[config.mk]
export PLATFORM = sky130hd
export DESIGN_NAME = scvox_ctrl
export DESIGN_NICKNAME = d
export VERILOG_FILES = /design/src/verilog/scvox_pkg.sv /design/src/verilog/scvox_slice_power.sv /design/src/verilog/scvox_ctrl.sv
export SDC_FILE = /design/constraint.sdc
export NUM_CORES = 2
export LEC_CHECK = 0
export BUFFER_PORTS_ARGS = -buffer_cell sky130_fd_sc_hd__buf_4
export CAP_MARGIN = 20
export CORE_ASPECT_RATIO = 1.5
export CORE_MARGIN = 5
export CORE_UTILIZATION = 35
export CTS_BUF_LIST = sky130_fd_sc_hd__clkbuf_8
export CTS_CLUSTER_SIZE = 28
export DETAILED_ROUTE_END_ITERATION = 8
export HOLD_SLACK_MARGIN = 0.15
export PLACE_DENSITY = 0.54
export SYNTH_ARGS = -nofsm -noshare
export SYNTH_HDL_FRONTEND = slang
export SYNTH_SLANG_ARGS = --single-unit
[constraint.sdc]
create_clock -name clk -period 18.3 [get_ports clk]
set_input_delay 3.66 -clock clk [delete_from_list [all_inputs] [get_ports clk]]
set_output_delay 3.66 -clock clk [all_outputs]
set_load 0.005 [all_outputs]
[src/verilog/scvox_pkg.sv]
// constants and register map of the speech codec vox and transfer control
// How it works
// - one power value per 9 ms slice
// - segment length from 11-bit slice count
// - frame length 7-bit; noise flag judged per frame
// - segment spread is max minus min power
// - count slices above 15-bit energy limit
// - too few loud slices means quiet segment
// - loud segment: small spread quiet, else voice
// - enough adjacent voice clears flag, restarts frame
// - few quiet, enough voice clears flag, timer
// - otherwise timer counts; reaching time sets flag
// - serial mode: coded word stored, available raised
// - host reads word; read clears available flag
// - serial format overhead 0.4 or 0.2 kbit/s
// - decoder gives continuous 128 kbit/s sample stream
// - speeds 1.5, 2.0, 0.5 scale request rate
// - skipped gap replays as one 30 ms block
// - gap replays silence or level-scaled comfort noise
// - end of file clears decoder enable
// - final 90 ms of file not played
// - request flag raised; input word write clears
package scvox_pkg;
  // register indices on the register port
  localparam logic [3:0] SCVOX_IDX_FRAME_CFG = 4'h0;
  localparam logic [3:0] SCVOX_IDX_FRAME_THR = 4'h1;
  localparam logic [3:0] SCVOX_IDX_ENERGY = 4'h2;
  localparam logic [3:0] SCVOX_IDX_SPREAD = 4'h3;
  localparam logic [3:0] SCVOX_IDX_SEG_TIMER = 4'h4;
  localparam logic [3:0] SCVOX_IDX_SEG_LEN = 4'h5;
  localparam logic [3:0] SCVOX_IDX_DEC_CTRL = 4'h6;
  localparam logic [3:0] SCVOX_IDX_FLAGS = 4'h7;
  localparam logic [3:0] SCVOX_IDX_CODER_WORD = 4'h8;
  localparam logic [3:0] SCVOX_IDX_NOISE_LVL = 4'h9;
  localparam logic [3:0] SCVOX_IDX_DEC_WORD = 4'hA;
  localparam logic [3:0] SCVOX_IDX_VOX_STATUS = 4'hB;
  // field positions: two 7-bit fields share a 14-bit register
  localparam int SCVOX_LO7 = 0;
  localparam int SCVOX_HI7 = 7;
  // decoder control bits
  localparam int SCVOX_DEC_EN = 0;
  localparam int SCVOX_DEC_CS = 1;
  localparam int SCVOX_DEC_GAPSKIP = 2;
  localparam int SCVOX_DEC_CN = 3;
  localparam int SCVOX_DEC_SPEED = 4;
  localparam int SCVOX_DEC_SERIAL = 6;
  // flag bits
  localparam int SCVOX_FLAG_AVAIL = 0;
  localparam int SCVOX_FLAG_REQ = 1;
  // reset values
  localparam logic [13:0] SCVOX_RST_14 = 14'h0000;
  localparam logic [14:0] SCVOX_RST_15 = 15'h0000;
  localparam logic [10:0] SCVOX_RST_SEG_LEN = 11'h000;
  localparam logic [6:0] SCVOX_RST_DEC_CTRL = 7'h00;
  // speed codes in half steps: 1.0, 1.5, 2.0, 0.5
  localparam logic [1:0] SCVOX_SPD_1X0 = 2'h0;
  localparam logic [1:0] SCVOX_SPD_1X5 = 2'h1;
  localparam logic [1:0] SCVOX_SPD_2X0 = 2'h2;
  localparam logic [1:0] SCVOX_SPD_0X5 = 2'h3;
  // timing
  localparam int SCVOX_CLK_HZ = 200000000;
  localparam int SCVOX_SAMPLE_HZ = 8000;
  localparam int SCVOX_SLICE_MS = 9;
  localparam int SCVOX_SLICE_SAMPLES = SCVOX_SAMPLE_HZ * SCVOX_SLICE_MS / 1000;
  localparam int SCVOX_PCM_KBPS = 128;
  localparam int SCVOX_PCM_BITS = 16;
  localparam int SCVOX_SAMPLE_CYCLES =
    SCVOX_CLK_HZ / (SCVOX_PCM_KBPS * 1000 / SCVOX_PCM_BITS);
  localparam int SCVOX_GAP_BLOCK_MS = 30;
  localparam int SCVOX_GAP_BLOCK_CYCLES =
    SCVOX_CLK_HZ / 1000 * SCVOX_GAP_BLOCK_MS;
  localparam int SCVOX_TAIL_MS = 90;
  localparam int SCVOX_TAIL_BLOCKS = SCVOX_TAIL_MS / SCVOX_GAP_BLOCK_MS;
  // serial format overhead in bit/s
  localparam int SCVOX_OVH_FIXED_BPS = 400;
  localparam int SCVOX_OVH_VAR_BPS = 200;
endpackage : scvox_pkg

[src/verilog/scvox_slice_power.sv]
// power of each 9 ms slice of the detector input
`timescale 1ns/1ps
`default_nettype none
module scvox_slice_power (
  input wire logic clk,
  input wire logic srst,
  input wire logic sample_valid,
  input wire logic [15:0] sample,
  output logic slice_valid,
  output logic [14:0] slice_power
);
  localparam int NS = scvox_pkg::SCVOX_SLICE_SAMPLES;
  localparam logic [7:0] LAST = 8'(NS - 1);

  logic [7:0] cnt_r;
  logic [38:0] acc_r;
  logic signed [15:0] s;
  logic [31:0] sq;
  logic [38:0] acc_nxt;
  logic last;

  assign s = sample;
  assign sq = 32'(s * s);
  assign acc_nxt = acc_r + {7'h00, sq};
  assign last = (cnt_r == LAST);

  // mean square, bits 37:23 kept; full scale reads 2400 hex
  always_ff @(posedge clk) begin
    if (srst) begin
      cnt_r <= 8'h00;
      acc_r <= 39'h0;
      slice_valid <= 1'b0;
      slice_power <= 15'h0000;
    end else begin
      slice_valid <= 1'b0;
      if (sample_valid) begin
        if (last) begin
          cnt_r <= 8'h00;
          acc_r <= 39'h0;
          slice_valid <= 1'b1;
          slice_power <= acc_nxt[37:23];
        end else begin
          cnt_r <= cnt_r + 8'h01;
          acc_r <= acc_nxt;
        end
      end
    end
  end
endmodule : scvox_slice_power
`default_nettype wire

[src/verilog/scvox_ctrl.sv]
// vox detector, serial word transfer and decoder playback control
`timescale 1ns/1ps
`default_nettype none
module scvox_ctrl #(
  parameter int SAMPLE_CYCLES = scvox_pkg::SCVOX_SAMPLE_CYCLES,
  parameter int GAP_BLOCK_CYCLES = scvox_pkg::SCVOX_GAP_BLOCK_CYCLES
) (
  input wire logic clk,
  input wire logic srst,
  // register port
  input wire logic [3:0] reg_addr,
  input wire logic reg_wr,
  input wire logic reg_rd,
  input wire logic [15:0] reg_wdata,
  output logic [15:0] reg_rdata,
  // detector input samples
  input wire logic det_sample_valid,
  input wire logic [15:0] det_sample,
  output logic noise_flag,
  // coder side
  input wire logic coder_word_valid,
  input wire logic [15:0] coder_word,
  // decoder side
  input wire logic dec_word_need,
  input wire logic dec_eof,
  input wire logic dec_gap_start,
  input wire logic dec_gap_end,
  output logic dec_word_valid,
  output logic [15:0] dec_word,
  output logic dec_enable,
  output logic serial_transfer_select,
  output logic [1:0] dec_speed,
  output logic pcm_tick,
  output logic consume_tick,
  output logic gap_fill,
  output logic gap_noise,
  output logic [14:0] gap_noise_level,
  output logic [1:0] tail_blocks
);
  // ----------------------------------------------------------------
  // registers
  // ----------------------------------------------------------------
  logic [13:0] vox_frame_config_r;
  logic [13:0] vox_frame_thresholds_r;
  logic [14:0] vox_slice_energy_limit_r;
  logic [14:0] vox_spread_limit_r;
  logic [13:0] vox_segment_and_timer_r;
  logic [10:0] vox_segment_length_r;
  logic [6:0] decoder_control_r;
  logic [14:0] decoder_noise_level_r;
  logic [15:0] coder_output_word_r;
  logic data_available_flag_r;
  logic data_request_flag_r;

  logic [6:0] segments_per_frame;
  logic [6:0] min_adjacent_voice_segments;
  logic [6:0] max_quiet_segments;
  logic [6:0] min_voice_segments;
  logic [6:0] min_loud_slices;
  logic [6:0] vox_time;
  logic [10:0] slices_per_segment;
  logic [14:0] peak_spread_limit;

  assign segments_per_frame = vox_frame_config_r[scvox_pkg::SCVOX_LO7 +: 7];
  assign min_adjacent_voice_segments =
    vox_frame_config_r[scvox_pkg::SCVOX_HI7 +: 7];
  assign max_quiet_segments = vox_frame_thresholds_r[scvox_pkg::SCVOX_LO7 +: 7];
  assign min_voice_segments = vox_frame_thresholds_r[scvox_pkg::SCVOX_HI7 +: 7];
  assign min_loud_slices = vox_segment_and_timer_r[scvox_pkg::SCVOX_LO7 +: 7];
  assign vox_time = vox_segment_and_timer_r[scvox_pkg::SCVOX_HI7 +: 7];
  assign slices_per_segment = vox_segment_length_r;
  assign peak_spread_limit = vox_spread_limit_r;

  // ----------------------------------------------------------------
  // register decode
  // ----------------------------------------------------------------
  logic wr_dec_ctrl;
  logic wr_dec_word;
  logic rd_coder_word;
  logic dec_running;
  logic speed_load;
  logic serial_mode;
  logic avail_set;
  logic req_set;

  assign wr_dec_ctrl = reg_wr && (reg_addr == scvox_pkg::SCVOX_IDX_DEC_CTRL);
  assign wr_dec_word = reg_wr && (reg_addr == scvox_pkg::SCVOX_IDX_DEC_WORD);
  assign rd_coder_word = reg_rd &&
    (reg_addr == scvox_pkg::SCVOX_IDX_CODER_WORD);
  assign dec_running = decoder_control_r[scvox_pkg::SCVOX_DEC_EN];
  assign serial_mode = decoder_control_r[scvox_pkg::SCVOX_DEC_SERIAL];
  // a running decoder only takes a new speed with the change bit set
  assign speed_load = wr_dec_ctrl &&
    (!dec_running || reg_wdata[scvox_pkg::SCVOX_DEC_CS]);
  assign avail_set = coder_word_valid && serial_mode;
  assign req_set = dec_word_need && serial_mode && dec_running;

  always_ff @(posedge clk) begin
    if (srst) begin
      vox_frame_config_r <= scvox_pkg::SCVOX_RST_14;
      vox_frame_thresholds_r <= scvox_pkg::SCVOX_RST_14;
      vox_slice_energy_limit_r <= scvox_pkg::SCVOX_RST_15;
      vox_spread_limit_r <= scvox_pkg::SCVOX_RST_15;
      vox_segment_and_timer_r <= scvox_pkg::SCVOX_RST_14;
      vox_segment_length_r <= scvox_pkg::SCVOX_RST_SEG_LEN;
      decoder_noise_level_r <= scvox_pkg::SCVOX_RST_15;
    end else if (reg_wr) begin
      case (reg_addr)
        scvox_pkg::SCVOX_IDX_FRAME_CFG: vox_frame_config_r <= reg_wdata[13:0];
        scvox_pkg::SCVOX_IDX_FRAME_THR: begin
          vox_frame_thresholds_r <= reg_wdata[13:0];
        end
        scvox_pkg::SCVOX_IDX_ENERGY: begin
          vox_slice_energy_limit_r <= reg_wdata[14:0];
        end
        scvox_pkg::SCVOX_IDX_SPREAD: vox_spread_limit_r <= reg_wdata[14:0];
        scvox_pkg::SCVOX_IDX_SEG_TIMER: begin
          vox_segment_and_timer_r <= reg_wdata[13:0];
        end
        scvox_pkg::SCVOX_IDX_SEG_LEN: begin
          vox_segment_length_r <= reg_wdata[10:0];
        end
        scvox_pkg::SCVOX_IDX_NOISE_LVL: begin
          decoder_noise_level_r <= reg_wdata[14:0];
        end
        default: ;
      endcase
    end
  end

  // decoder control: end of file wins over a host write of the enable
  logic [6:0] dec_ctrl_nxt;
  always_comb begin
    dec_ctrl_nxt = decoder_control_r;
    if (wr_dec_ctrl) begin
      dec_ctrl_nxt = reg_wdata[6:0];
      dec_ctrl_nxt[scvox_pkg::SCVOX_DEC_CS] = 1'b0;
      if (!speed_load) begin
        dec_ctrl_nxt[scvox_pkg::SCVOX_DEC_SPEED +: 2] =
          decoder_control_r[scvox_pkg::SCVOX_DEC_SPEED +: 2];
      end
    end
    if (dec_eof) begin
      dec_ctrl_nxt[scvox_pkg::SCVOX_DEC_EN] = 1'b0;
    end
  end

  always_ff @(posedge clk) begin
    if (srst) begin
      decoder_control_r <= scvox_pkg::SCVOX_RST_DEC_CTRL;
    end else begin
      decoder_control_r <= dec_ctrl_nxt;
    end
  end

  // ----------------------------------------------------------------
  // word handshakes: a new event wins over a clear in the same cycle
  // ----------------------------------------------------------------
  always_ff @(posedge clk) begin
    if (srst) begin
      coder_output_word_r <= 16'h0000;
      data_available_flag_r <= 1'b0;
      data_request_flag_r <= 1'b0;
      dec_word_valid <= 1'b0;
      dec_word <= 16'h0000;
    end else begin
      if (avail_set) begin
        coder_output_word_r <= coder_word;
      end
      data_available_flag_r <= avail_set ||
        (data_available_flag_r && !rd_coder_word);
      data_request_flag_r <= req_set ||
        (data_request_flag_r && !wr_dec_word);
      dec_word_valid <= wr_dec_word && data_request_flag_r;
      if (wr_dec_word) begin
        dec_word <= reg_wdata;
      end
    end
  end

  // ----------------------------------------------------------------
  // read mux
  // ----------------------------------------------------------------
  logic [15:0] rd_mux;
  always_comb begin
    case (reg_addr)
      scvox_pkg::SCVOX_IDX_FRAME_CFG: rd_mux = {2'h0, vox_frame_config_r};
      scvox_pkg::SCVOX_IDX_FRAME_THR: rd_mux = {2'h0, vox_frame_thresholds_r};
      scvox_pkg::SCVOX_IDX_ENERGY: rd_mux = {1'b0, vox_slice_energy_limit_r};
      scvox_pkg::SCVOX_IDX_SPREAD: rd_mux = {1'b0, vox_spread_limit_r};
      scvox_pkg::SCVOX_IDX_SEG_TIMER: rd_mux = {2'h0, vox_segment_and_timer_r};
      scvox_pkg::SCVOX_IDX_SEG_LEN: rd_mux = {5'h00, vox_segment_length_r};
      scvox_pkg::SCVOX_IDX_DEC_CTRL: rd_mux = {9'h000, decoder_control_r};
      scvox_pkg::SCVOX_IDX_FLAGS: begin
        rd_mux = {14'h0000, data_request_flag_r, data_available_flag_r};
      end
      scvox_pkg::SCVOX_IDX_CODER_WORD: rd_mux = coder_output_word_r;
      scvox_pkg::SCVOX_IDX_NOISE_LVL: rd_mux = {1'b0, decoder_noise_level_r};
      scvox_pkg::SCVOX_IDX_VOX_STATUS: rd_mux = {15'h0000, noise_flag};
      default: rd_mux = 16'h0000;
    endcase
  end

  always_ff @(posedge clk) begin
    if (srst) begin
      reg_rdata <= 16'h0000;
    end else if (reg_rd) begin
      reg_rdata <= rd_mux;
    end
  end

  // ----------------------------------------------------------------
  // slice and segment level
  // ----------------------------------------------------------------
  logic slice_valid;
  logic [14:0] slice_power;

  scvox_slice_power u_slice (
    .clk(clk),
    .srst(srst),
    .sample_valid(det_sample_valid),
    .sample(det_sample),
    .slice_valid(slice_valid),
    .slice_power(slice_power)
  );

  logic [10:0] slice_cnt_r;
  logic [14:0] pmax_r;
  logic [14:0] pmin_r;
  logic [10:0] loud_cnt_r;
  logic seg_first;
  logic seg_last;
  logic [14:0] pmax_nxt;
  logic [14:0] pmin_nxt;
  logic [10:0] loud_nxt;
  logic [14:0] spread;
  logic seg_voice;

  assign seg_first = (slice_cnt_r == 11'h000);
  // zero length behaves as one slice so segments never stall
  assign seg_last = (slice_cnt_r + 11'h001 >= slices_per_segment);
  assign pmax_nxt = (seg_first || slice_power > pmax_r) ? slice_power : pmax_r;
  assign pmin_nxt = (seg_first || slice_power < pmin_r) ? slice_power : pmin_r;
  assign loud_nxt = (seg_first ? 11'h000 : loud_cnt_r) +
    ((slice_power > vox_slice_energy_limit_r) ? 11'h001 : 11'h000);
  assign spread = pmax_nxt - pmin_nxt;
  // quiet if too few loud slices or too flat; voice otherwise
  assign seg_voice = (loud_nxt >= {4'h0, min_loud_slices}) &&
    (spread >= peak_spread_limit);

  always_ff @(posedge clk) begin
    if (srst) begin
      slice_cnt_r <= 11'h000;
      pmax_r <= 15'h0000;
      pmin_r <= 15'h0000;
      loud_cnt_r <= 11'h000;
    end else if (slice_valid) begin
      pmax_r <= pmax_nxt;
      pmin_r <= pmin_nxt;
      loud_cnt_r <= loud_nxt;
      slice_cnt_r <= seg_last ? 11'h000 : slice_cnt_r + 11'h001;
    end
  end

  logic seg_done;
  assign seg_done = slice_valid && seg_last;

  // ----------------------------------------------------------------
  // frame level
  // ----------------------------------------------------------------
  logic [6:0] seg_cnt_r;
  logic [6:0] quiet_cnt_r;
  logic [6:0] voice_cnt_r;
  logic [6:0] run_r;
  logic [6:0] timer_r;
  logic noise_r;
  logic [6:0] run_nxt;
  logic [6:0] quiet_nxt;
  logic [6:0] voice_nxt;
  logic adj_hit;
  logic frame_end;
  logic frame_voice;

  assign run_nxt = seg_voice ? run_r + 7'h01 : 7'h00;
  assign quiet_nxt = quiet_cnt_r + (seg_voice ? 7'h00 : 7'h01);
  assign voice_nxt = voice_cnt_r + (seg_voice ? 7'h01 : 7'h00);
  assign adj_hit = seg_voice && (run_nxt >= min_adjacent_voice_segments);
  assign frame_end = (seg_cnt_r + 7'h01 >= segments_per_frame);
  assign frame_voice = (quiet_nxt <= max_quiet_segments) &&
    (voice_nxt >= min_voice_segments);

  always_ff @(posedge clk) begin
    if (srst) begin
      seg_cnt_r <= 7'h00;
      quiet_cnt_r <= 7'h00;
      voice_cnt_r <= 7'h00;
      run_r <= 7'h00;
      timer_r <= 7'h00;
      noise_r <= 1'b0;
    end else if (seg_done) begin
      if (adj_hit || frame_end) begin
        seg_cnt_r <= 7'h00;
        quiet_cnt_r <= 7'h00;
        voice_cnt_r <= 7'h00;
        run_r <= 7'h00;
      end else begin
        seg_cnt_r <= seg_cnt_r + 7'h01;
        quiet_cnt_r <= quiet_nxt;
        voice_cnt_r <= voice_nxt;
        run_r <= run_nxt;
      end
      if (adj_hit) begin
        noise_r <= 1'b0;
        timer_r <= 7'h00;
      end else if (frame_end && frame_voice) begin
        noise_r <= 1'b0;
        timer_r <= 7'h00;
      end else if (frame_end) begin
        // timer saturates so a long noise spell keeps the flag set
        if (timer_r != 7'h7F) begin
          timer_r <= timer_r + 7'h01;
        end
        if (timer_r + 7'h01 >= vox_time) begin
          noise_r <= 1'b1;
        end
      end
    end
  end

  // ----------------------------------------------------------------
  // playback pacing and gap replay
  // ----------------------------------------------------------------
  localparam int SC = SAMPLE_CYCLES;
  localparam logic [19:0] PCM_LAST = 20'(SC - 1);
  logic [19:0] pcm_cnt_r;
  logic [20:0] use_cnt_r;
  logic [20:0] use_last;
  logic [1:0] spd;
  logic [24:0] gap_cnt_r;
  logic gap_r;
  logic gap_timeout;

  assign spd = decoder_control_r[scvox_pkg::SCVOX_DEC_SPEED +: 2];
  // input words are drawn faster or slower than the output samples
  always_comb begin
    case (spd)
      scvox_pkg::SCVOX_SPD_1X5: use_last = 21'(SC * 2 / 3 - 1);
      scvox_pkg::SCVOX_SPD_2X0: use_last = 21'(SC / 2 - 1);
      scvox_pkg::SCVOX_SPD_0X5: use_last = 21'(SC * 2 - 1);
      default: use_last = 21'(SC - 1);
    endcase
  end
  assign gap_timeout = decoder_control_r[scvox_pkg::SCVOX_DEC_GAPSKIP] &&
    (gap_cnt_r == 25'(GAP_BLOCK_CYCLES - 1));

  always_ff @(posedge clk) begin
    if (srst || !dec_running) begin
      pcm_cnt_r <= 20'h00000;
      use_cnt_r <= 21'h000000;
      pcm_tick <= 1'b0;
      consume_tick <= 1'b0;
    end else begin
      pcm_tick <= (pcm_cnt_r == PCM_LAST);
      pcm_cnt_r <= (pcm_cnt_r == PCM_LAST) ? 20'h00000 : pcm_cnt_r + 20'h1;
      consume_tick <= (use_cnt_r >= use_last);
      use_cnt_r <= (use_cnt_r >= use_last) ? 21'h000000 : use_cnt_r + 21'h1;
    end
  end

  always_ff @(posedge clk) begin
    if (srst || !dec_running) begin
      gap_r <= 1'b0;
      gap_cnt_r <= 25'h0000000;
    end else if (dec_gap_start) begin
      gap_r <= 1'b1;
      gap_cnt_r <= 25'h0000000;
    end else if (gap_r) begin
      gap_cnt_r <= gap_cnt_r + 25'h1;
      if (gap_timeout || dec_gap_end) begin
        gap_r <= 1'b0;
      end
    end
  end

  // ----------------------------------------------------------------
  // output registers
  // ----------------------------------------------------------------
  always_ff @(posedge clk) begin
    if (srst) begin
      noise_flag <= 1'b0;
      dec_enable <= 1'b0;
      serial_transfer_select <= 1'b0;
      dec_speed <= scvox_pkg::SCVOX_SPD_1X0;
      gap_fill <= 1'b0;
      gap_noise <= 1'b0;
      gap_noise_level <= scvox_pkg::SCVOX_RST_15;
      tail_blocks <= 2'h0;
    end else begin
      noise_flag <= noise_r;
      dec_enable <= dec_ctrl_nxt[scvox_pkg::SCVOX_DEC_EN];
      serial_transfer_select <= serial_mode;
      dec_speed <= spd;
      gap_fill <= gap_r;
      gap_noise <= gap_r &&
        decoder_control_r[scvox_pkg::SCVOX_DEC_CN];
      gap_noise_level <= decoder_noise_level_r;
      tail_blocks <= 2'(scvox_pkg::SCVOX_TAIL_BLOCKS);
    end
  end
endmodule : scvox_ctrl
`default_nettype wire

# After elaboration in Yosys (flattened, before gate mapping)
# Index checks and enable logic that the tools add are counted.
# op_classes
add_sub_neg	13
mul	1
div	0
n_lt_le_gt_ge	12
eq_ne	18
n_shift	0
muxes	29
bitwise	1
reduce_logical	49
# op_table
cell	n
case mux 16 bit (11 select lines)	1
2-to-1 mux 7 bit	9
case mux 16 bit (3 select lines)	1
adder 39 x 32 -> 39 bit	1
2-to-1 mux 39 bit	1
multiplier 16 x 16 -> 32 bit	1
> comparator 15 bit	2
2-to-1 mux 15 bit	2
greater-or-equal comparator 7 bit	4
adder 25 x 1 -> 25 bit (second input constant)	1
equality test 25 x 23 -> 1 bit (second input constant)	1
2-to-1 mux 11 bit	2
adder 21 x 1 -> 21 bit (second input constant)	1
adder 7 x 1 -> 7 bit (second input constant)	3
greater-or-equal comparator 21 bit	1
adder 20 x 1 -> 20 bit (second input constant)	1
equality test 20 x 15 -> 1 bit (second input constant)	1
AND reduction 2 bit	9
logical AND 1 bit	17
equality test 4 x 3 -> 1 bit (second input constant)	4
equality test 4 bit (second input constant)	4
greater-or-equal comparator 15 bit	1
less-than comparator 15 bit	1
subtractor 15 bit	1
other kinds (24)	53
# totals
register_bits	398
latch_bits	0
ram_bits	0
mem_bits_ro	0
input_bits	62
out_inout_bits	59
n_memories	0

# Longest topological paths before layout
# logic_depth
depth_word	13
mapped_depth	43
depth_no_buf	41

# By module
# Synthesis repeated with hierarchy kept, for this count alone.
# unflattened
cells_unflattened	3671
hier_area_um2	30724.5
# by_module_without_submodules
module	n_inst	cells_each	area_per_inst_um2	seq_area_each_um2
scvox_ctrl	1	2175	17724.5	6686.4
scvox_slice_power	1	1496	13000.0	1241.2

# Least setup slack after synthesis
# Ideal clock, no wire load.
# synth_path
path_kind	input-to-reg
start	in det_sample[13]
end	reg u_slice.slice_power[14]
setup_time_ps	91
arrival_ps	10982
t_required_ps	18209
path_slack_ps	7227
stages	29
cell_sequence	clkbuf_1 clkbuf_1 nand2_1 fa_1 fa_1 inv_1 fa_1 inv_1 fa_1 fa_1 inv_1 fa_1 ha_1 and3_1 a221o_1 o211ai_1 nand2_1 a21o_1 a21oi_1 xnor2_1 ha_1 nand3_1 nor2_1 nand2_1 a311o_1 a21oi_1 o22ai_2 or3_1 a311oi_1
# synth_via
elab_chain_cells	2
# synth_rtl
item	line	rtl
from (decl)	scvox_ctrl.sv:18	input wire logic [15:0] det_sample,
multiplier 16 x 16 -> 32 bit	scvox_slice_power.sv:23	assign sq = 32'(s * s);
adder 39 x 32 -> 39 bit	scvox_slice_power.sv:24	assign acc_nxt = acc_r + {7'h00, sq};
to (signal assigned)	scvox_slice_power.sv:41	slice_power <= acc_nxt[37:23];
to (decl)	scvox_slice_power.sv:10	output logic [14:0] slice_power
# No other way between the ends.
# A chain may end at the register's enable or synchronous reset.

# Worst setup path in the final report
# layout_path
start	in det_sample[4]
end	reg u_slice.acc_r[35]
# layout_via
elab_chain_cells	3
# layout_rtl
item	line	rtl
multiplier 16 x 16 -> 32 bit	scvox_slice_power.sv:23	
adder 39 x 32 -> 39 bit	scvox_slice_power.sv:24	
2-to-1 mux 39 bit	scvox_slice_power.sv:37	if (last) begin
to (signal assigned)	scvox_slice_power.sv:44	acc_r <= acc_nxt;
to (decl)	scvox_slice_power.sv:16	logic [38:0] acc_r;
# No other way between the ends.

==> flow_summary_export.csv <==
group,metric,value,unit
layout,drive_gt1_frac,0.0728,
timing,hold_viol_final,0,
drt,wl_per_cell,17.1,µm
timing,grt_setup_unrepaired,"no",
clock_tree,cts_setup_buffers,0,
drt,first_pass_iters,5,
synthesis,synth_area_leaders,"dfxtp_1, fa_1, ha_1",
floorplanning,start_util,0.352,
synthesis,synth_top_area_frac,0.261,
synthesis,synth_cells,3624,
floorplanning,dieArea,92900,µm²
critical_path,cp_max_fo,15,
clock_tree,htree_num_levels,3,
clock_tree,hold_buffers,0,
run_status,status,"finished, final reports clean",
floorplanning,die_h,371,µm
clock_tree,tritoncts,"done",
critical_path,reg2reg_to,"timer_r[3]$_SDFFE_PP0P_",
synthesis,yosys_register_bits,396,
floorplanning,coreArea,86200,µm²
layout,nFillCells,9017,
synthesis,yosys-top-cells-count,"nand2_1, inv_1, dfxtp_1, a21oi_1, ha_1",
critical_path,arrival,11.96,ns
critical_path,reg2reg_setup_slack,8.34,ns
critical_path,crit_path_start_kind,"input port",
worst_hold_path,worstHoldPathCells,1,
synthesis,avgSynthCellArea,8.38,µm²
global_routing,grt_max_degree,176,
floorplanning,die_w,250,µm
critical_path,r2r_start,"u_slice.slice_power[8]$_SDFFE_PP0P_",
layout,area_growth,10.8,%
critical_path,crit_required,18.82,ns
synthesis,ys_warn_count,0,
critical_path,worst-path-buf-inv,6,
critical_path,end_kind,"flip-flop",
drt,routed_wl,83300,µm
global_routing,track_usage,0.176,
placed_design,gp_congestion,0.857,
drt,drt.antenna.violating_nets,0,
drt,drtIter0Drc,1234,
layout,multi_input_area,20300,µm²
critical_path,cp_common_cell,"fa_1",
synthesis,yosys.area.top_type,"dfxtp_1",
timing,worst_pin_slew,1.08,ns
timing,skew,0.0455,ns
timing,tns,0,ns
clock_tree,clk_pin_slew,0.06,ns
synthesis,syn_area,30400,µm²
timing,whs,0.449,ns
timing,final-max-slew-violation-count,0,
clock_tree,cts_buffer_depth,3,
critical_path,crit_type,"input port to flip-flop",
clock_tree,clkLatencyLatePin,0.69,ns
layout,finalNetCount,4265,
synthesis,synth.distinct_cells,74,
floorplanning,num_rows,132,
global_routing,grt_pass1_wl,134000,µm
critical_path,slowest_stage,"a2111oi_0",
clock_tree,cts_root_buf,"clkbuf_8",
synthesis,synth_edf_count,0,
global_routing,grt_pass1_vias,24800,
worst_hold_path,hold_path_startpoint,"pcm_cnt_r[0]$_SDFF_PP0_",
critical_path,reg2regPathDepth,38,
placed_design,dpl.hpwl,64200,µm
timing,fin_crit,11.44,ns
synthesis,yosysSeqAreaShare,0.261,
timing,slew_headroom,0.261,
global_routing,grt-ovfl-total,0,
placed_design,dp_cells,4757,
synthesis,synth_ff_type,"dfxtp_1",
synthesis,async_flop_share,0,
job,cap_violations,0,
drt,drc,0,
layout,stdcell_count,4877,
drt,vias_per_cell,5.05,
clock_tree,post_cts_resized,0,
clock_tree,cts_made_buffers,67,
critical_path,startpoint,"det_sample[4]",
global_routing,antenna_found_initial,1,
critical_path,slowest_delay,0.86,ns
timing,fin_crit_sh,0.625,
layout,regArea,7930,µm²
placed_design,port_buffers,120,
floorplanning,io_pins,121,
layout,utilization,0.390,
worst_hold_path,holdPathEnd,"pcm_cnt_r[0]$_SDFF_PP0_",
worst_hold_path,hold_class,"flip-flop to flip-flop",
critical_path,path_delay_family,"adder cells",
synthesis,yosys.cell_count.top_type,"nand2_1",
timing,timing.fmax,87.4,MHz
drt,via_count,24600,
clock_tree,numClockSinks,396,
timing,setup_viol,0,
## final cells by class
type | instances | share of cell area
diodes | 1 | 0.0000744
clock inverters | 38 | 0.00588
well taps | 1139 | 0.0424
flip-flops and latches | 396 | 0.236
repair buffers | 144 | 0.0329
inverters | 429 | 0.0479
multi-input cells | 2651 | 0.603
clock buffers | 79 | 0.0323
## metal layers
metal	wire length [µm]	up-vias	part of all wire	global-route usage
met5	0	-	0	0
met4	3750	0	0.045	0.0778
met3	3230	175	0.039	0.0240
met2	42800	521	0.51	0.328
met1	33500	11700	0.40	0.200
li1	-	12200	-	-
## cells by family (layout without fill, tap and decap cells)
kind of cell,after synthesis,after routing,synth area share
AO/OA/AOI/OAI,690,690,0.144
XOR/XNOR,181,181,0.0522
adder cells (fa/ha/maj),514,514,0.271
buffers and inverters,580,690,0.0726
flip-flops,396,396,0.261
multiplexers,35,35,0.0122
other,1,5,0.000123
AND/OR/NAND/NOR,1227,1227,0.186
## how the worst max path moves through the flow
stage | to | cells past startpoint
after detailed placement | u_slice.slice_power[14]$_SDFFE_PP0P_ | 30
after CTS | u_slice.slice_power[14]$_SDFFE_PP0P_ | 30
after floorplan | u_slice.slice_power[14]$_SDFFE_PP0P_ | 29
final | u_slice.acc_r[35]$_SDFFE_PP0P_ | 31
after global placement | u_slice.slice_power[14]$_SDFFE_PP0P_ | 30
after global routing | u_slice.acc_r[35]$_SDFFE_PP0P_ | 31
## layout by cell type, fill, tap and decap left out, types with 70 or more instances in the layout
cell	synthesis	layout
and2_1	70	70
inv_1	429	454
dfxtp_1	396	396
o21ai_0	79	79
ha_1	273	273
fa_1	241	241
nor2_1	272	272
clkbuf_8	0	79
nand3_1	108	108
xnor2_1	89	89
nand2_1	495	495
xor2_1	92	92
a21oi_1	302	302
buf_4	5	141
## registers in the layout (all words and copies together) (netlist names), 16 cells and up
name,count
u_slice.acc_r,38
reg_rdata,16
coder_output_word_r,16
gap_cnt_r,25
pcm_cnt_r,20
use_cnt_r,21
dec_word,16
## through the flow
step	instance area [µm²]	setup slack, ns
detailed placement	32300	6.05
finish	33600	6.86
global placement	32300	6.16
CTS	33600	6.84
global route	33600	6.36
floorplan	30400	7.23
Power is not shown: default switching activity piles up to over one toggle a cycle in this logic, so the estimate is an artifact.
